===== src/core/pe_defines.svh =====
// Byte codes, frame lengths and reset values for the port enable and recovery command handler
`ifndef PE_DEFINES_SVH
`define PE_DEFINES_SVH

// ----------------------------------------------------------------
// Command and response codes (second character follows the lead)
// ----------------------------------------------------------------
`define PE_LEAD       8'h31
`define PE_C_WR_EN    8'h31
`define PE_C_RD_EN    8'h33
`define PE_C_WR_REC   8'h34
`define PE_R_EN       8'h32
`define PE_R_REC      8'h35

// ----------------------------------------------------------------
// Data byte values
// ----------------------------------------------------------------
`define PE_SEP        8'h2c
`define PE_V_ON       8'h31
`define PE_V_OFF      8'h32
`define PE_V_LEVEL    8'h31
`define PE_V_SWITCH   8'h32
`define PE_REF_AVCC   8'h30
`define PE_REF_EXT    8'h32
`define PE_REF_BASE   6'h0c
`define PE_ST_OK      8'h30
`define PE_ST_RUN     8'h31
`define PE_ST_NG      8'h39

// ----------------------------------------------------------------
// Frame lengths in data bytes and last response position
// ----------------------------------------------------------------
`define PE_LEN_EN     6'h22
`define PE_LEN_REC    6'h0c
`define PE_LEN_RD     6'h01
`define PE_LAST_EN    6'h24
`define PE_LAST_REC   6'h0e
`define PE_POS_DATA   6'h02

// ----------------------------------------------------------------
// Settings after reset or factory reset
// ----------------------------------------------------------------
`define PE_RST_ADC    4'h0
`define PE_RST_REF    2'h0
`define PE_RST_IN     12'hfff
`define PE_RST_OUT    10'h3ff
`define PE_RST_REC    10'h3ff

`endif


===== src/core/pe_pkg.sv =====
// Types and the shared frame layout decoder of the port enable and recovery command handler
`default_nettype none
package pe_pkg;

	// ----------------------------------------------------------------
	// Types
	// ----------------------------------------------------------------
	typedef enum logic [1:0] {K_WR_EN, K_RD_EN, K_WR_REC} pe_kind_e;
	typedef enum logic [2:0] {F_SEP, F_ADC, F_REF, F_IN, F_OUT, F_REC} pe_fld_e;
	typedef enum logic [2:0] {S_IDLE, S_CODE, S_DATA, S_DONE, S_RESP} pe_state_e;

	typedef struct packed {
		logic [3:0]  adc_sw;
		logic [1:0]  adc_ref;
		logic [11:0] in_en;
		logic [9:0]  out_en;
		logic [9:0]  rec_en;
	} pe_cfg_s;

	typedef struct packed {
		pe_fld_e     fld;
		logic [3:0]  port;
	} pe_slot_s;

	// ----------------------------------------------------------------
	// Field and port carried by data byte idx (1-based)
	// ----------------------------------------------------------------
	function automatic pe_slot_s pe_slot(input logic rec, input logic [5:0] idx);
		pe_slot_s s;
		s.fld  = F_SEP;
		s.port = 4'h0;
		if (rec) begin
			if (idx >= 6'd1 && idx <= 6'd4) begin
				s.fld  = F_REC;
				s.port = 4'(idx - 6'd1);
			end else if (idx >= 6'd6 && idx <= 6'd9) begin
				s.fld  = F_REC;
				s.port = 4'(idx - 6'd2);
			end else if (idx >= 6'd11 && idx <= 6'd12) begin
				s.fld  = F_REC;
				s.port = 4'(idx - 6'd3);
			end
		end else begin
			if (idx >= 6'd1 && idx <= 6'd4) begin
				s.fld  = F_ADC;
				s.port = 4'(idx - 6'd1);
			end else if (idx == 6'd6) begin
				s.fld  = F_REF;
			end else if (idx >= 6'd8 && idx <= 6'd11) begin
				s.fld  = F_IN;
				s.port = 4'(idx - 6'd8);
			end else if (idx >= 6'd13 && idx <= 6'd16) begin
				s.fld  = F_IN;
				s.port = 4'(idx - 6'd9);
			end else if (idx >= 6'd18 && idx <= 6'd21) begin
				s.fld  = F_IN;
				s.port = 4'(idx - 6'd10);
			end else if (idx >= 6'd23 && idx <= 6'd26) begin
				s.fld  = F_OUT;
				s.port = 4'(idx - 6'd23);
			end else if (idx >= 6'd28 && idx <= 6'd31) begin
				s.fld  = F_OUT;
				s.port = 4'(idx - 6'd24);
			end else if (idx >= 6'd33 && idx <= 6'd34) begin
				s.fld  = F_OUT;
				s.port = 4'(idx - 6'd25);
			end
		end
		return s;
	endfunction : pe_slot

endpackage : pe_pkg
`default_nettype wire


===== src/core/pe_cmd.sv =====
// Port enable and power-loss recovery command handler for the serial link
`timescale 1ns/100ps
`default_nettype none
`include "pe_defines.svh"
module pe_cmd (
	// Clock and reset
	input  wire logic           clk_sys,
	input  wire logic           arst_n,
	// Mode and factory reset
	input  wire logic           settings_mode,
	input  wire logic           factory_rst,
	// Received bytes
	input  wire logic [7:0]     rx_data,
	input  wire logic           rx_valid,
	// Response bytes
	output logic [7:0]          tx_data,
	output logic                tx_valid,
	input  wire logic           tx_ready,
	// Stored settings
	output var pe_pkg::pe_cfg_s cfg
);
	import pe_pkg::*;

	// ----------------------------------------------------------------
	// State
	// ----------------------------------------------------------------
	localparam pe_cfg_s CFG_RST = '{adc_sw: `PE_RST_ADC, adc_ref: `PE_RST_REF,
		in_en: `PE_RST_IN, out_en: `PE_RST_OUT, rec_en: `PE_RST_REC};

	pe_state_e  state_r, state_nxt;
	pe_kind_e   kind_r, kind_nxt;
	logic [5:0] cnt_r, cnt_nxt;
	logic [5:0] pos_r, pos_nxt;
	logic       bad_r, bad_nxt;
	logic       txv_r, txv_nxt;
	logic [7:0] st_r, st_nxt;
	pe_cfg_s    sh_r, sh_nxt;
	pe_cfg_s    cfg_r, cfg_nxt;

	// ----------------------------------------------------------------
	// Decoding
	// ----------------------------------------------------------------
	wire logic       is_rec   = (kind_r == K_WR_REC);
	wire pe_slot_s   slot     = pe_slot(is_rec, cnt_r);
	wire logic       v_onoff  = (rx_data == `PE_V_ON) || (rx_data == `PE_V_OFF);
	wire logic       v_ref    = (rx_data >= `PE_REF_AVCC) && (rx_data <= `PE_REF_EXT);
	wire logic       v_sep    = (rx_data == `PE_SEP);
	wire logic       byte_ok  = (kind_r == K_RD_EN) ? 1'b1 :
	                            (slot.fld == F_SEP) ? v_sep :
	                            (slot.fld == F_REF) ? v_ref : v_onoff;
	wire logic [5:0] len      = (kind_r == K_RD_EN) ? `PE_LEN_RD :
	                            is_rec ? `PE_LEN_REC : `PE_LEN_EN;
	wire logic [5:0] last_pos = is_rec ? `PE_LAST_REC : `PE_LAST_EN;
	wire logic       is_write = (kind_r != K_RD_EN);
	wire logic       tx_fire  = txv_r && tx_ready;
	wire logic [7:0] verdict  = !is_write ? `PE_ST_OK :
	                            !settings_mode ? `PE_ST_RUN :
	                            bad_r ? `PE_ST_NG : `PE_ST_OK;

	// ----------------------------------------------------------------
	// Next state
	// ----------------------------------------------------------------
	always_comb begin
		state_nxt = state_r;
		kind_nxt  = kind_r;
		cnt_nxt   = cnt_r;
		pos_nxt   = pos_r;
		bad_nxt   = bad_r;
		txv_nxt   = txv_r;
		st_nxt    = st_r;
		sh_nxt    = sh_r;
		cfg_nxt   = cfg_r;
		case (state_r)
			S_IDLE: begin
				if (rx_valid && rx_data == `PE_LEAD) begin
					state_nxt = S_CODE;
				end
			end
			S_CODE: begin
				if (rx_valid) begin
					cnt_nxt   = 6'd1;
					bad_nxt   = 1'b0;
					sh_nxt    = cfg_r;
					state_nxt = S_DATA;
					case (rx_data)
						`PE_C_WR_EN:  kind_nxt = K_WR_EN;
						`PE_C_RD_EN:  kind_nxt = K_RD_EN;
						`PE_C_WR_REC: kind_nxt = K_WR_REC;
						default:      state_nxt = S_IDLE;
					endcase
				end
			end
			S_DATA: begin
				if (rx_valid) begin
					if (!byte_ok) begin
						bad_nxt = 1'b1;
					end
					if (is_write) begin
						case (slot.fld)
							F_ADC:   sh_nxt.adc_sw[slot.port[1:0]] = (rx_data == `PE_V_SWITCH);
							F_REF:   sh_nxt.adc_ref = rx_data[1:0];
							F_IN:    sh_nxt.in_en[slot.port] = (rx_data == `PE_V_ON);
							F_OUT:   sh_nxt.out_en[slot.port] = (rx_data == `PE_V_ON);
							F_REC:   sh_nxt.rec_en[slot.port] = (rx_data == `PE_V_ON);
							default: sh_nxt = sh_r;
						endcase
					end
					if (cnt_r == len) begin
						state_nxt = S_DONE;
					end else begin
						cnt_nxt = 6'(cnt_r + 6'd1);
					end
				end
			end
			S_DONE: begin
				st_nxt    = verdict;
				if (verdict == `PE_ST_OK && is_write) begin
					cfg_nxt = sh_r;
				end
				pos_nxt   = 6'd0;
				txv_nxt   = 1'b1;
				state_nxt = S_RESP;
			end
			S_RESP: begin
				if (tx_fire) begin
					if (pos_r == last_pos) begin
						txv_nxt   = 1'b0;
						state_nxt = S_IDLE;
					end else begin
						pos_nxt = 6'(pos_r + 6'd1);
					end
				end
			end
			default: state_nxt = S_IDLE;
		endcase
		if (factory_rst) begin
			cfg_nxt = CFG_RST;
		end
	end

	// ----------------------------------------------------------------
	// Registers
	// ----------------------------------------------------------------
	always_ff @(posedge clk_sys or negedge arst_n) begin
		if (!arst_n) begin
			state_r <= S_IDLE;
			kind_r  <= K_WR_EN;
			cnt_r   <= 6'd0;
			pos_r   <= 6'd0;
			bad_r   <= 1'b0;
			txv_r   <= 1'b0;
			st_r    <= `PE_ST_OK;
			sh_r    <= CFG_RST;
			cfg_r   <= CFG_RST;
		end else begin
			state_r <= state_nxt;
			kind_r  <= kind_nxt;
			cnt_r   <= cnt_nxt;
			pos_r   <= pos_nxt;
			bad_r   <= bad_nxt;
			txv_r   <= txv_nxt;
			st_r    <= st_nxt;
			sh_r    <= sh_nxt;
			cfg_r   <= cfg_nxt;
		end
	end

	// ----------------------------------------------------------------
	// Response byte, built one cycle ahead of its position
	// ----------------------------------------------------------------
	pe_resp_byte u_resp (
		.clk_sys (clk_sys),
		.arst_n  (arst_n),
		.pos     (pos_nxt),
		.kind    (kind_nxt),
		.status  (st_nxt),
		.cfg     (cfg_nxt),
		.byte_r  (tx_data)
	);

	assign tx_valid = txv_r;
	assign cfg      = cfg_r;

	// ----------------------------------------------------------------
	// Assertions
	// ----------------------------------------------------------------
	wire pe_slot_s tx_slot = pe_slot(is_rec, 6'(pos_r - `PE_POS_DATA));
endmodule : pe_cmd
`default_nettype wire


===== src/core/pe_resp_byte.sv =====
// Registered response byte generator: code characters, status and stored settings
`timescale 1ns/100ps
`default_nettype none
`include "pe_defines.svh"
module pe_resp_byte (
	// Clock and reset
	input  wire logic           clk_sys,
	input  wire logic           arst_n,
	// Position and content
	input  wire logic [5:0]     pos,
	input  wire pe_pkg::pe_kind_e kind,
	input  wire logic [7:0]     status,
	input  wire pe_pkg::pe_cfg_s cfg,
	// Byte out
	output logic [7:0]          byte_r
);
	import pe_pkg::*;

	// ----------------------------------------------------------------
	// Byte selection
	// ----------------------------------------------------------------
	wire logic       is_rec   = (kind == K_WR_REC);
	wire pe_slot_s   slot     = pe_slot(is_rec, 6'(pos - `PE_POS_DATA));
	wire logic [7:0] code_b   = is_rec ? `PE_R_REC : `PE_R_EN;
	wire logic [7:0] adc_b    = cfg.adc_sw[slot.port[1:0]] ? `PE_V_SWITCH : `PE_V_LEVEL;
	wire logic [7:0] ref_b    = {`PE_REF_BASE, cfg.adc_ref};
	wire logic [7:0] in_b     = cfg.in_en[slot.port] ? `PE_V_ON : `PE_V_OFF;
	wire logic [7:0] out_b    = cfg.out_en[slot.port] ? `PE_V_ON : `PE_V_OFF;
	wire logic [7:0] rec_b    = cfg.rec_en[slot.port] ? `PE_V_ON : `PE_V_OFF;
	logic      [7:0] byte_nxt;

	always_comb begin
		byte_nxt = `PE_SEP;
		if (pos == 6'd0) begin
			byte_nxt = `PE_LEAD;
		end else if (pos == 6'd1) begin
			byte_nxt = code_b;
		end else if (pos == `PE_POS_DATA) begin
			byte_nxt = status;
		end else begin
			case (slot.fld)
				F_ADC:   byte_nxt = adc_b;
				F_REF:   byte_nxt = ref_b;
				F_IN:    byte_nxt = in_b;
				F_OUT:   byte_nxt = out_b;
				F_REC:   byte_nxt = rec_b;
				default: byte_nxt = `PE_SEP;
			endcase
		end
	end

	always_ff @(posedge clk_sys or negedge arst_n) begin
		if (!arst_n) begin
			byte_r <= 8'h00;
		end else begin
			byte_r <= byte_nxt;
		end
	end

endmodule : pe_resp_byte
`default_nettype wire


===== config.mk =====
export PLATFORM = sky130hd
export DESIGN_NAME = pe_cmd
export DESIGN_NICKNAME = d
export VERILOG_FILES = /design/src/core/pe_pkg.sv /design/src/core/pe_cmd.sv /design/src/core/pe_resp_byte.sv
export VERILOG_INCLUDE_DIRS = /design/src /design/src/core
export SDC_FILE = /design/constraint.sdc
export NUM_CORES = 1
export LEC_CHECK = 0
export BUFFER_PORTS_ARGS = -buffer_cell sky130_fd_sc_hd__buf_2
export CAP_MARGIN = 20
export CELL_PAD_IN_SITES_DETAIL_PLACEMENT = 1
export CELL_PAD_IN_SITES_GLOBAL_PLACEMENT = 1
export CORE_ASPECT_RATIO = 1.75
export CORE_MARGIN = 4
export CORE_UTILIZATION = 42
export DETAILED_ROUTE_END_ITERATION = 8
export MAX_ROUTING_LAYER = met4
export PLACE_DENSITY_LB_ADDON = 0.1
export SETUP_SLACK_MARGIN = 0.02
export SLEW_MARGIN = 20
export SYNTH_ARGS = -nofsm -noshare
export SYNTH_HDL_FRONTEND = slang
export SYNTH_HIERARCHICAL = 1
export SYNTH_SLANG_ARGS = --single-unit

===== constraint.sdc =====
create_clock -name clk_sys -period 5.1 [get_ports clk_sys]
set_input_delay 1.275 -clock clk_sys [delete_from_list [all_inputs] [get_ports clk_sys]]
set_output_delay 1.275 -clock clk_sys [all_outputs]
set_load 0.03 [all_outputs]

# Word level (Yosys, flattened, before mapping)
# Index checks and enable logic that the tools add are counted.
[word_totals]
wordCells = 265
register_bits = 111
in_bits = 14
out_inout_bits = 47
[op_classes]
n_lt_le_gt_ge = 44
mux = 98
reduce_logical = 40
n_eq_ne = 44
addsub = 21
[ops]
columns = ["operator", "count"]
rows = [
  ["two-way mux 38 bit", 6],
  ["two-way mux 7 bit", 22],
  ["case mux 38 bit (2 select lines)", 1],
  ["<= comparator 6 x 5 -> 1 bit, second input constant", 8],
  ["two-way mux 6 bit", 8],
  ["== test 8 x 6 -> 1 bit, second input constant", 5],
  ["case mux 8 bit (5 select lines)", 1],
  ["subtractor 4 bit, second input constant", 10],
  ["greater-or-equal comparator 6 x 4 -> 1 bit, second input constant", 6],
  ["greater-or-equal comparator 6 x 5 -> 1 bit, second input constant", 6],
  ["<= comparator 6 x 4 -> 1 bit, second input constant", 6],
  ["two-way mux 8 bit", 4],
  ["two-way mux 3 bit", 9],
  ["AND reduction 5 bit", 5],
  ["logical AND 1 bit", 24],
  ["two-way mux 4 bit", 6],
  ["case mux 6 bit (2 select lines)", 2],
  ["bitwise mux 10 bit", 2],
  ["two-way mux 10 bit", 2],
  ["inequality test 2 bit, second input constant", 10],
  ["== test 3 x 2 -> 1 bit, second input constant", 6],
  ["two-way mux 2 bit", 8],
  ["subtractor 4 x 2 -> 4 bit, second input constant", 4],
  ["== test 3 bit, second input constant", 5],
  ["other kinds (43)", 81],
]

# Depth between registers and ports, before layout
# Gate-level depths: netlist of the first run.
[depth]
word_depth = 25
depth_mapped = 26
mapped_depth_nobuf = 21

# Hierarchy
# The synthesis of the first run kept the hierarchy.
[by_module_without_submodules]
columns = ["mod", "cells_per_inst", "seq_area_each_um2", "n_inst", "area_per_inst_um2"]
rows = [
  ["pe_cmd", 712, 2660.1, 1, 6262.3],
  ["pe_resp_byte", 280, 200.2, 1, 2024.4],
]

# Worst setup path before layout of the first run
# OpenSTA, ideal clock, no wires.
[synth_timing]
path_type = "input to register"
startpoint = "input port tx_ready"
endpoint = "register u_resp.byte_r[1]"
t_required_ps = 5018
setup_ps = 82
path_buffers = 5
path_slack_ps = -176
arrival_time_ps = 5194
stages = 20
path_cell_list = "and3_1 > nand2_1 > mux2i_1 > nor2_1 > buf_6 > inv_1 > ha_1 > buf_2 > buf_1 > a22oi_1 > or4b_1 > a21o_1 > a211o_1 > buf_6 > buf_12 > mux2i_1 > o22ai_1 > a21o_1 > or3b_1 > a31oi_1"
[synth_via]
elab_chain_cells = 22
word_cells_on_any_way = 78
cone_classes = "10 x add/sub; 18 x order compare; 8 x eq/ne; 31 x mux; 11 x reduce/logical"
[synth_rtl]
columns = ["element", "line_no", "source"]
rows = [
  ["start, declared", "pe_cmd.sv:18", "input wire logic tx_ready,"],
  ["logical AND 1 bit (*)", "pe_cmd.sv:55", "wire logic tx_fire = txv_r && tx_ready;"],
  ["two-way mux 6 bit (*)", "pe_cmd.sv:125", "if (tx_fire) begin"],
  ["case mux 6 bit (2 select lines) (*)", "pe_cmd.sv:73", "case (state_r)"],
  ["named net pos_nxt[1]", "pe_cmd.sv:33", "logic [5:0] pos_r, pos_nxt;"],
  ["subtractor 6 x 2 -> 6 bit (no source line)", "n/a", ""],
  ["greater-or-equal comparator 6 bit / <= comparator 6 bit (equally long branches)", "pe_pkg.sv:64", "end else if (idx >= 6'd33 && idx <= 6'd34) begin"],
  ["logical AND 1 bit", "pe_pkg.sv:64", ""],
  ["two-way mux 7 bit", "pe_pkg.sv:64", ""],
  ["[... 8 more ...]", "n/a", ""],
  ["binary-select mux 1 bit (select 4 bit) (tied with other cells)", "pe_resp_byte.sv:29", "wire logic [7:0] rec_b = cfg.rec_en[slot.port] ? `PE_V_ON : `PE_V_OFF;"],
  ["two-way mux 1 bit (on tied branches)", "n/a", ""],
  ["two-way mux 2 bit (no source line)", "n/a", ""],
  ["case mux 8 bit (5 select lines)", "pe_resp_byte.sv:41", "case (slot.fld)"],
  ["two-way mux 8 bit", "pe_resp_byte.sv:38", "end else if (pos == `PE_POS_DATA) begin"],
  ["two-way mux 8 bit", "pe_resp_byte.sv:36", "end else if (pos == 6'd1) begin"],
  ["two-way mux 8 bit (*)", "pe_resp_byte.sv:34", "if (pos == 6'd0) begin"],
  ["named net u_resp.byte_nxt[1]", "pe_resp_byte.sv:30", "logic [7:0] byte_nxt;"],
  ["end signal, assigned", "pe_resp_byte.sv:56", "byte_r <= byte_nxt;"],
  ["end, declared", "pe_resp_byte.sv:15", "output logic [7:0] byte_r"],
]
# The timed path passes the listed nets; every way through them passes the cells marked *. The select of a mux whose other input is x is not followed.
# A chain may end at the register's enable or synchronous reset.

# Worst setup path in the final report of the first run
[layout_timing]
startpoint = "input port tx_ready"
endpoint = "register u_resp.byte_r[0]"
# Same word-level chain as after synthesis.

==> out/qor.yml, run 1 <==
worst_setup_path:
  r2r_cells: 22
  r2r_end: "u_resp/byte_r[0]"
  cp-start-kind: "input port"
  path_max_fanout: 7
  r2r_start: "kind_r[0]"
  crit_required_ns: 5.31
  reg2reg_slack_ns: 0.17
  arrival_ns: 5.16
  critical_path_class: "input port to flip-flop"
  cp-end-kind: "flip-flop"
global_route:
  grt_pass1_wl_um: 49000
  track_usage_pct: 29.0
  antenna_found_initial: 0
  grt_overflow: 0
  grt_pass1_vias: 8687
  grt_max_degree: 77
power:
  p_comb_share_pct: 36.7
  p_per_area_mw_per_mm2: 299
  ir_drop_uv: 256
  total_power_uw: 2930
  clkPwrFrac_pct: 24.3
  seq_power_share_pct: 38.9
  p_switching_uw: 1130
  p_int_uw: 1800
  p_sw_share_pct: 38.5
  p_leak_uw: 0.00413
finish:
  stdcell_area_mm2: 0.00980
  fillCellCount: 2322
  insertedDiodeCount: 0
  fin_nets: 1125
  drive_above_1_share_pct: 28.0
  final_cells: 1335
  area_growth_pct: 18.3
synth:
  ys_ff_latch: 111
  synth_edf_count: 0
  yosysWarnings: 6
  yosysSeqAreaShare_pct: 34.5
  synthMostInstantiatedCell: "nand2_1"
  syn_area_per_cell_um2: 8.35
  ys.flop_type: "dfstp_2"
  async_flop_share_pct: 100
  synthTopCellsByCount: "nand2_1 (156), nor2_1 (75), dfstp_2 (66)"
  synth_area_mm2: 0.00829
  synthesis.nets: 1028
  synth_top_area_share_pct: 20.9
  synth_area_leaders: "dfstp_2 (21%), dfrtp_1 (14%), nand2_1 (7.1%)"
  yosysTopAreaCell: "dfstp_2"
  syn_inst: 992
  ys_types: 90
timing:
  setup_tns_ns: 0
  finalWorstSetupSlack_ns: 0.155
  worst_pin_slew_ns: 0.858
  hold_viol: 0
  finalCriticalPeriod_ns: 4.95
  post-route-period-util_pct: 97.0
  maxSlewViolCount: 0
  clock_skew_ns: 0.0104
  setup_viol: 0
  relSlewSlack_pct: 42.4
  fmax_ghz: 0.202
detailed_routing:
  ant_nets: 0
  drt-initial-drc-count: 497
  first_pass_iters: 5
  drt_wl_total_um: 31100
  drc: 0
  wl_per_cell_um: 23.3
  via_per_inst: 6.15
  vias: 8212
clocking:
  cts_tree: "done"
  path_clk_slew_ns: 0.08
  cts_buffers: 9
  cts_sinks: 111
  h-tree-depth: 3
  clockRootBuffer: "clkbuf_16"
  worstSkewPairLatency_ns: 0.37
  clockBufferDepth: 2
floorplanning:
  die_w_um: 114
  start_util_pct: 43.0
  dieArea_mm2: 0.0221
  rows: 67
  io_pins: 61
  die_h_um: 194
  coreArea_mm2: 0.0193
worst_hold_path:
  whs_path_depth: 1
  min_from: "st_r[7]"
  hold_end: "st_r[7]"
  min_path_type: "flip-flop to flip-flop"
place:
  post-place-ws_ns: -0.325
  place.gp.congestion: 0.964
  post-place-cells: 1308
  hpwl_um: 23300
  dpl_cell_area_mm2: 0.00927
  port_buffers: 60
flow_run:
  drv_cap: 0
outcome:
  status: "complete, no violations"
[final cells by class]
type	instances	area [um2]	area share, %
clock buffers	10	229	2.34
repair buffers	152	1070	10.9
multi-input cells	791	5190	53.0
inverters	24	93.8	0.957
clock inverters	6	56.3	0.574
flip-flops and latches	111	2860	29.2
well taps	241	302	3.08
[critical path, cell delays in order]
cell	delay, ns
buf_2	0.11
and3_1	0.18
nand3_1	0.10
nor2b_1	0.15
o21ai_1	0.19
o31ai_2	0.12
buf_4	0.18
buf_4	0.16
nor2b_2	0.14
a31oi_1	0.10
o21a_1	0.20
or4b_1	0.52
a21o_1	0.19
a211o_1	0.34
buf_12	0.18
buf_6	0.15
mux2i_1	0.19
nor3_1	0.11
a2111oi_2	0.37
a41oi_1	0.18
[power by group through the flow]
| stage | Clock (uW) | Combinational (uW) | Sequential [uW] |
|---|---|---|---|
| floorplan | 0 | 734 | 1120 |
| global placement | 0 | 1000 | 1150 |
| detailed placement | 0 | 1020 | 1150 |
| CTS | 722 | 1030 | 1140 |
| global route | 751 | 1170 | 1160 |
| finish | 712 | 1080 | 1140 |
[per-layer routing]
metal	vias to the layer above	wire, um	share of wire (%)	track usage [%]
met5	-	0	0	-
met4	0	1620	5.2	13.6
li1	3813	-	-	-
met1	4156	11700	38	30.7
met2	157	17000	55	52.8
met3	86	809	2.6	3.06
[per-stage QoR]
stage	utilization, %	hold WS [ns]
2_1_floorplan	-	0.435
3_3_place_gp	48.1	0.466
3_5_place_dp	48.1	0.467
4_1_cts	49.6	0.492
5_1_grt	50.8	0.508
6_report	50.8	0.486
[logic make-up after synthesis]
group / count (synthesis) / synth area share (%)
AO/OA/AOI/OAI: 270 / 23.2
XOR/XNOR: 12 / 1.27
adder cells (fa/ha/maj): 22 / 3.32
buffers and inverters: 90 / 5.16
flip-flops: 111 / 34.5
multiplexers: 33 / 4.09
AND/OR/NAND/NOR: 454 / 28.5
[layout by cell type (no fill, tap or decap), types with 12 or more instances in the layout]
master    count
buf_4        87
and2_1       12
o21ai_0      45
nand3b_1     40
inv_1        20
or3_1        17
a31oi_1      15
nor2_1       71
nand2_1     155
nand2b_1     22
buf_2        59
dfstp_2      66
nand3_1      22
nor2b_1      14
nor3_1       24
mux2i_1      20
ha_1         19
o211ai_1     20
a21oi_1      51
dfrtp_1      45
[state kept, by name (all words and copies together) (netlist names)]
register / cells
bad_r: 1
cfg: 38
tx_valid: 1
cnt_r: 6
state_r: 3
kind_r: 2
sh_r: 38
pos_r: 6
st_r: 8
u_resp/byte_r: 8
[what timing repair did]
action | in CTS | in global routing
hold buffers | 0 | 0
gates resized for setup | 3 | 33
pin swaps | 2 | 3
hold endpoints to repair | 0 | 0
setup endpoints to repair | 2 | 2
buffers inserted | 1 | 9
[how the worst max path moves through the flow]
stage               from          endpoint  slack, ns  depth (start not counted)
4_1_cts        kind_r[0]  u_resp/byte_r[1]       0.04                         22
2_1_floorplan   tx_ready  u_resp/byte_r[1]      -0.03                         21
5_1_grt        kind_r[0]  u_resp/byte_r[1]      -0.06                         23
3_3_place_gp    tx_ready  u_resp/byte_r[0]      -0.29                         18
6_report        tx_ready  u_resp/byte_r[0]       0.15                         20
3_5_place_dp    tx_ready  u_resp/byte_r[0]      -0.33                         18
Note: power is estimated with default switching activity, not from simulation.
==> run 2: changes to the inputs <==
CORE_UTILIZATION = 43   (was 42)
CTS_BUF_LIST = sky130_fd_sc_hd__clkbuf_4   (was not set)
==> out/qor.yml, run 2 (synthesis results as in run 1) <==
timing:
  clock_skew_ns: 0.0243
  worst_pin_slew_ns: 0.949
  setup_viol: 0
  relSlewSlack_pct: 36.7
  maxSlewViolCount: 0
  fmax_ghz: 0.206
  post-route-period-util_pct: 95.3
  finalCriticalPeriod_ns: 4.86
  hold_viol: 0
clocking:
  cts_sinks: 111
  worstSkewPairLatency_ns: 0.52
  hold_buffers: 0
  cts_buffers: 9
  clockBufferDepth: 2
  path_clk_slew_ns: 0.19
  h-tree-depth: 3
  cts_tree: "done"
  clockRootBuffer: "clkbuf_4"
global_route:
  grt_overflow: 0
  grt_max_degree: 72
  grt_pass1_vias: 8749
  antenna_found_initial: 1
  grt_pass1_wl_um: 48500
  track_usage_pct: 29.5
worst_setup_path:
  r2r_start: "kind_r[1]"
  r2r_cells: 20
  cp-start-kind: "flip-flop"
  critical_path_class: "flip-flop to flip-flop"
  cp_slowest_cell: "o41a_1"
  crit_required_ns: 5.54
  cp-end-kind: "flip-flop"
  critical_path.top_delay_family: "compound AO/OA/AOI/OAI gates"
  r2r_end: "u_resp/byte_r[1]"
  path_cells: "ha_4, nor4b_2, o211ai_1, nand2_2, mux2i_1, nor2_2, buf_4, o21a_1, o41a_1, buf_4, o31a_1, buf_4, o2111a_2, a211o_1, buf_12, mux2i_1, o22ai_1, a21o_1, or3b_1, a31oi_1"
  reg2reg_slack_ns: 0.24
  arrival_ns: 5.30
  cpPeakStageDelay_ns: 0.46
  crit_path_frequent_cell: "buf_4"
  path_max_fanout: 15
  path_buf_inv: 4
worst_hold_path:
  min_from: "cfg[27]"
  min_path_type: "flip-flop to flip-flop"
  hold_end: "sh_r[27]"
  whs_path_depth: 2
floorplanning:
  die_h_um: 192
  io_pins: 61
  die_w_um: 113
  coreArea_mm2: 0.0187
  start_util_pct: 44.2
  rows: 66
  dieArea_mm2: 0.0216
finish:
  fillCellCount: 2271
  multi_input_area_mm2: 0.00513
  final_common_cell: "nand2_1"
  final_cells: 1335
  seq_area_mm2: 0.00286
  area_growth_pct: 15.1
  fin_nets: 1127
  layout_common_cells: "nand2_1 (155), buf_4 (92), nor2_1 (72)"
  drive_above_1_share_pct: 27.6
detailed_routing:
  drt-initial-drc-count: 428
  ant_nets: 0
  top_layer_used: "met4"
  vias: 8124
  first_pass_iters: 4
  met3_length_um: 862
  drc: 0
  wl_met2_um: 16200
  m1WireLength_um: 11500
  via_per_inst: 6.09
  drt_wl_total_um: 30500
  wl_per_cell_um: 22.9
outcome:
  status: "complete, no violations"
power:
  p_leak_uw: 0.00409
  ir_drop_uv: 194
  p_per_area_mw_per_mm2: 274
  total_power_uw: 2610
flow_run:
  drv_cap: 0
place:
  hpwl_um: 23600
  post-place-cells: 1311
  port_buffers: 60
  place.gp.congestion: 0.953
[run 2: cell types whose count changed in the layout (fill, tap and decap cells not counted), moves of 2 or more]
cell | previous run | this run
clkbuf_16 | 9 | 0
clkbuf_4 | 0 | 9
buf_4 | 87 | 92
mux2i_1 | 20 | 25
mux2i_4 | 4 | 0
clkinv_2 | 0 | 2
clkinvlp_4 | 4 | 2
o21ai_0 | 45 | 47
o21ai_1 | 8 | 6
[run 2: cell type report]
type	count	area share, %
Multi-Input combinational cell	791	53.7
Timing Repair Buffer	154	11.0
Sequential cell	111	30.0
Clock buffer	9	0.708
Tap cell	238	3.12
Antenna cell	1	0.0262
Clock inverter	7	0.498
Inverter	24	0.983
[run 2: through the flow]
step / worst slack (ns) / TNS [ns] / cell area (um2) / hold slack, ns / util [%]
2_1_floorplan: -0.0265 / -0.0265 / 8340 / 0.435 / -
3_3_place_gp: -0.165 / -0.316 / 9300 / 0.447 / 49.6
3_5_place_dp: -0.251 / -0.487 / 9300 / 0.490 / 49.6
4_1_cts: 0.0399 / 0 / 9410 / 0.512 / 50.2
5_1_grt: -0.0237 / -0.0237 / 9540 / 0.523 / 50.9
6_report: 0.242 / 0 / 9540 / 0.506 / 50.9
[run 2: how the worst max path moves through the flow]
| stage | startpoint | slack (ns) | endpoint | depth (start not counted) |
|---|---|---|---|---|
| after global routing | kind_r[1] | -0.02 | u_resp/byte_r[1] | 21 |
| after global placement | tx_ready | -0.16 | u_resp/byte_r[0] | 21 |
| after floorplan | tx_ready | -0.03 | u_resp/byte_r[1] | 21 |
| final | kind_r[1] | 0.24 | u_resp/byte_r[1] | 20 |
| after CTS | kind_r[0] | 0.04 | u_resp/byte_r[0] | 22 |
| after detailed placement | tx_ready | -0.25 | u_resp/byte_r[0] | 21 |
[run 2: routing by layer]
layer  track usage (%)  vias up
met5                 -        -
met4              16.8        0
met3              3.12       93
met2              53.0      172
met1              31.2     4044
li1                  -     3815
[run 2: where the power goes]
group          switching [uW]  leakage, uW  internal, uW  total [uW]
Combinational             654      0.00276           412        1070
Sequential               80.8      0.00126          1040        1120
Clock                     322    0.0000641           101         424
[run 2: repair_timing]
action	4_1_cts	5_1_grt
gates resized for setup	1	22
setup endpoints to repair	2	2
pin swaps	0	11
buffers inserted	0	7
[run 2: worst reg2reg max path, cell delays in order, from the launching register on]
cell	delay, ns
dfrtp_1	0.45
ha_4	0.19
nor4b_2	0.27
o211ai_1	0.25
nand2_2	0.14
mux2i_1	0.24
nor2_2	0.09
buf_4	0.22
o21a_1	0.20
o41a_1	0.46
buf_4	0.16
o31a_1	0.35
buf_4	0.18
o2111a_2	0.18
a211o_1	0.29
buf_12	0.17
mux2i_1	0.15
o22ai_1	0.11
a21o_1	0.17
or3b_1	0.37
a31oi_1	0.16
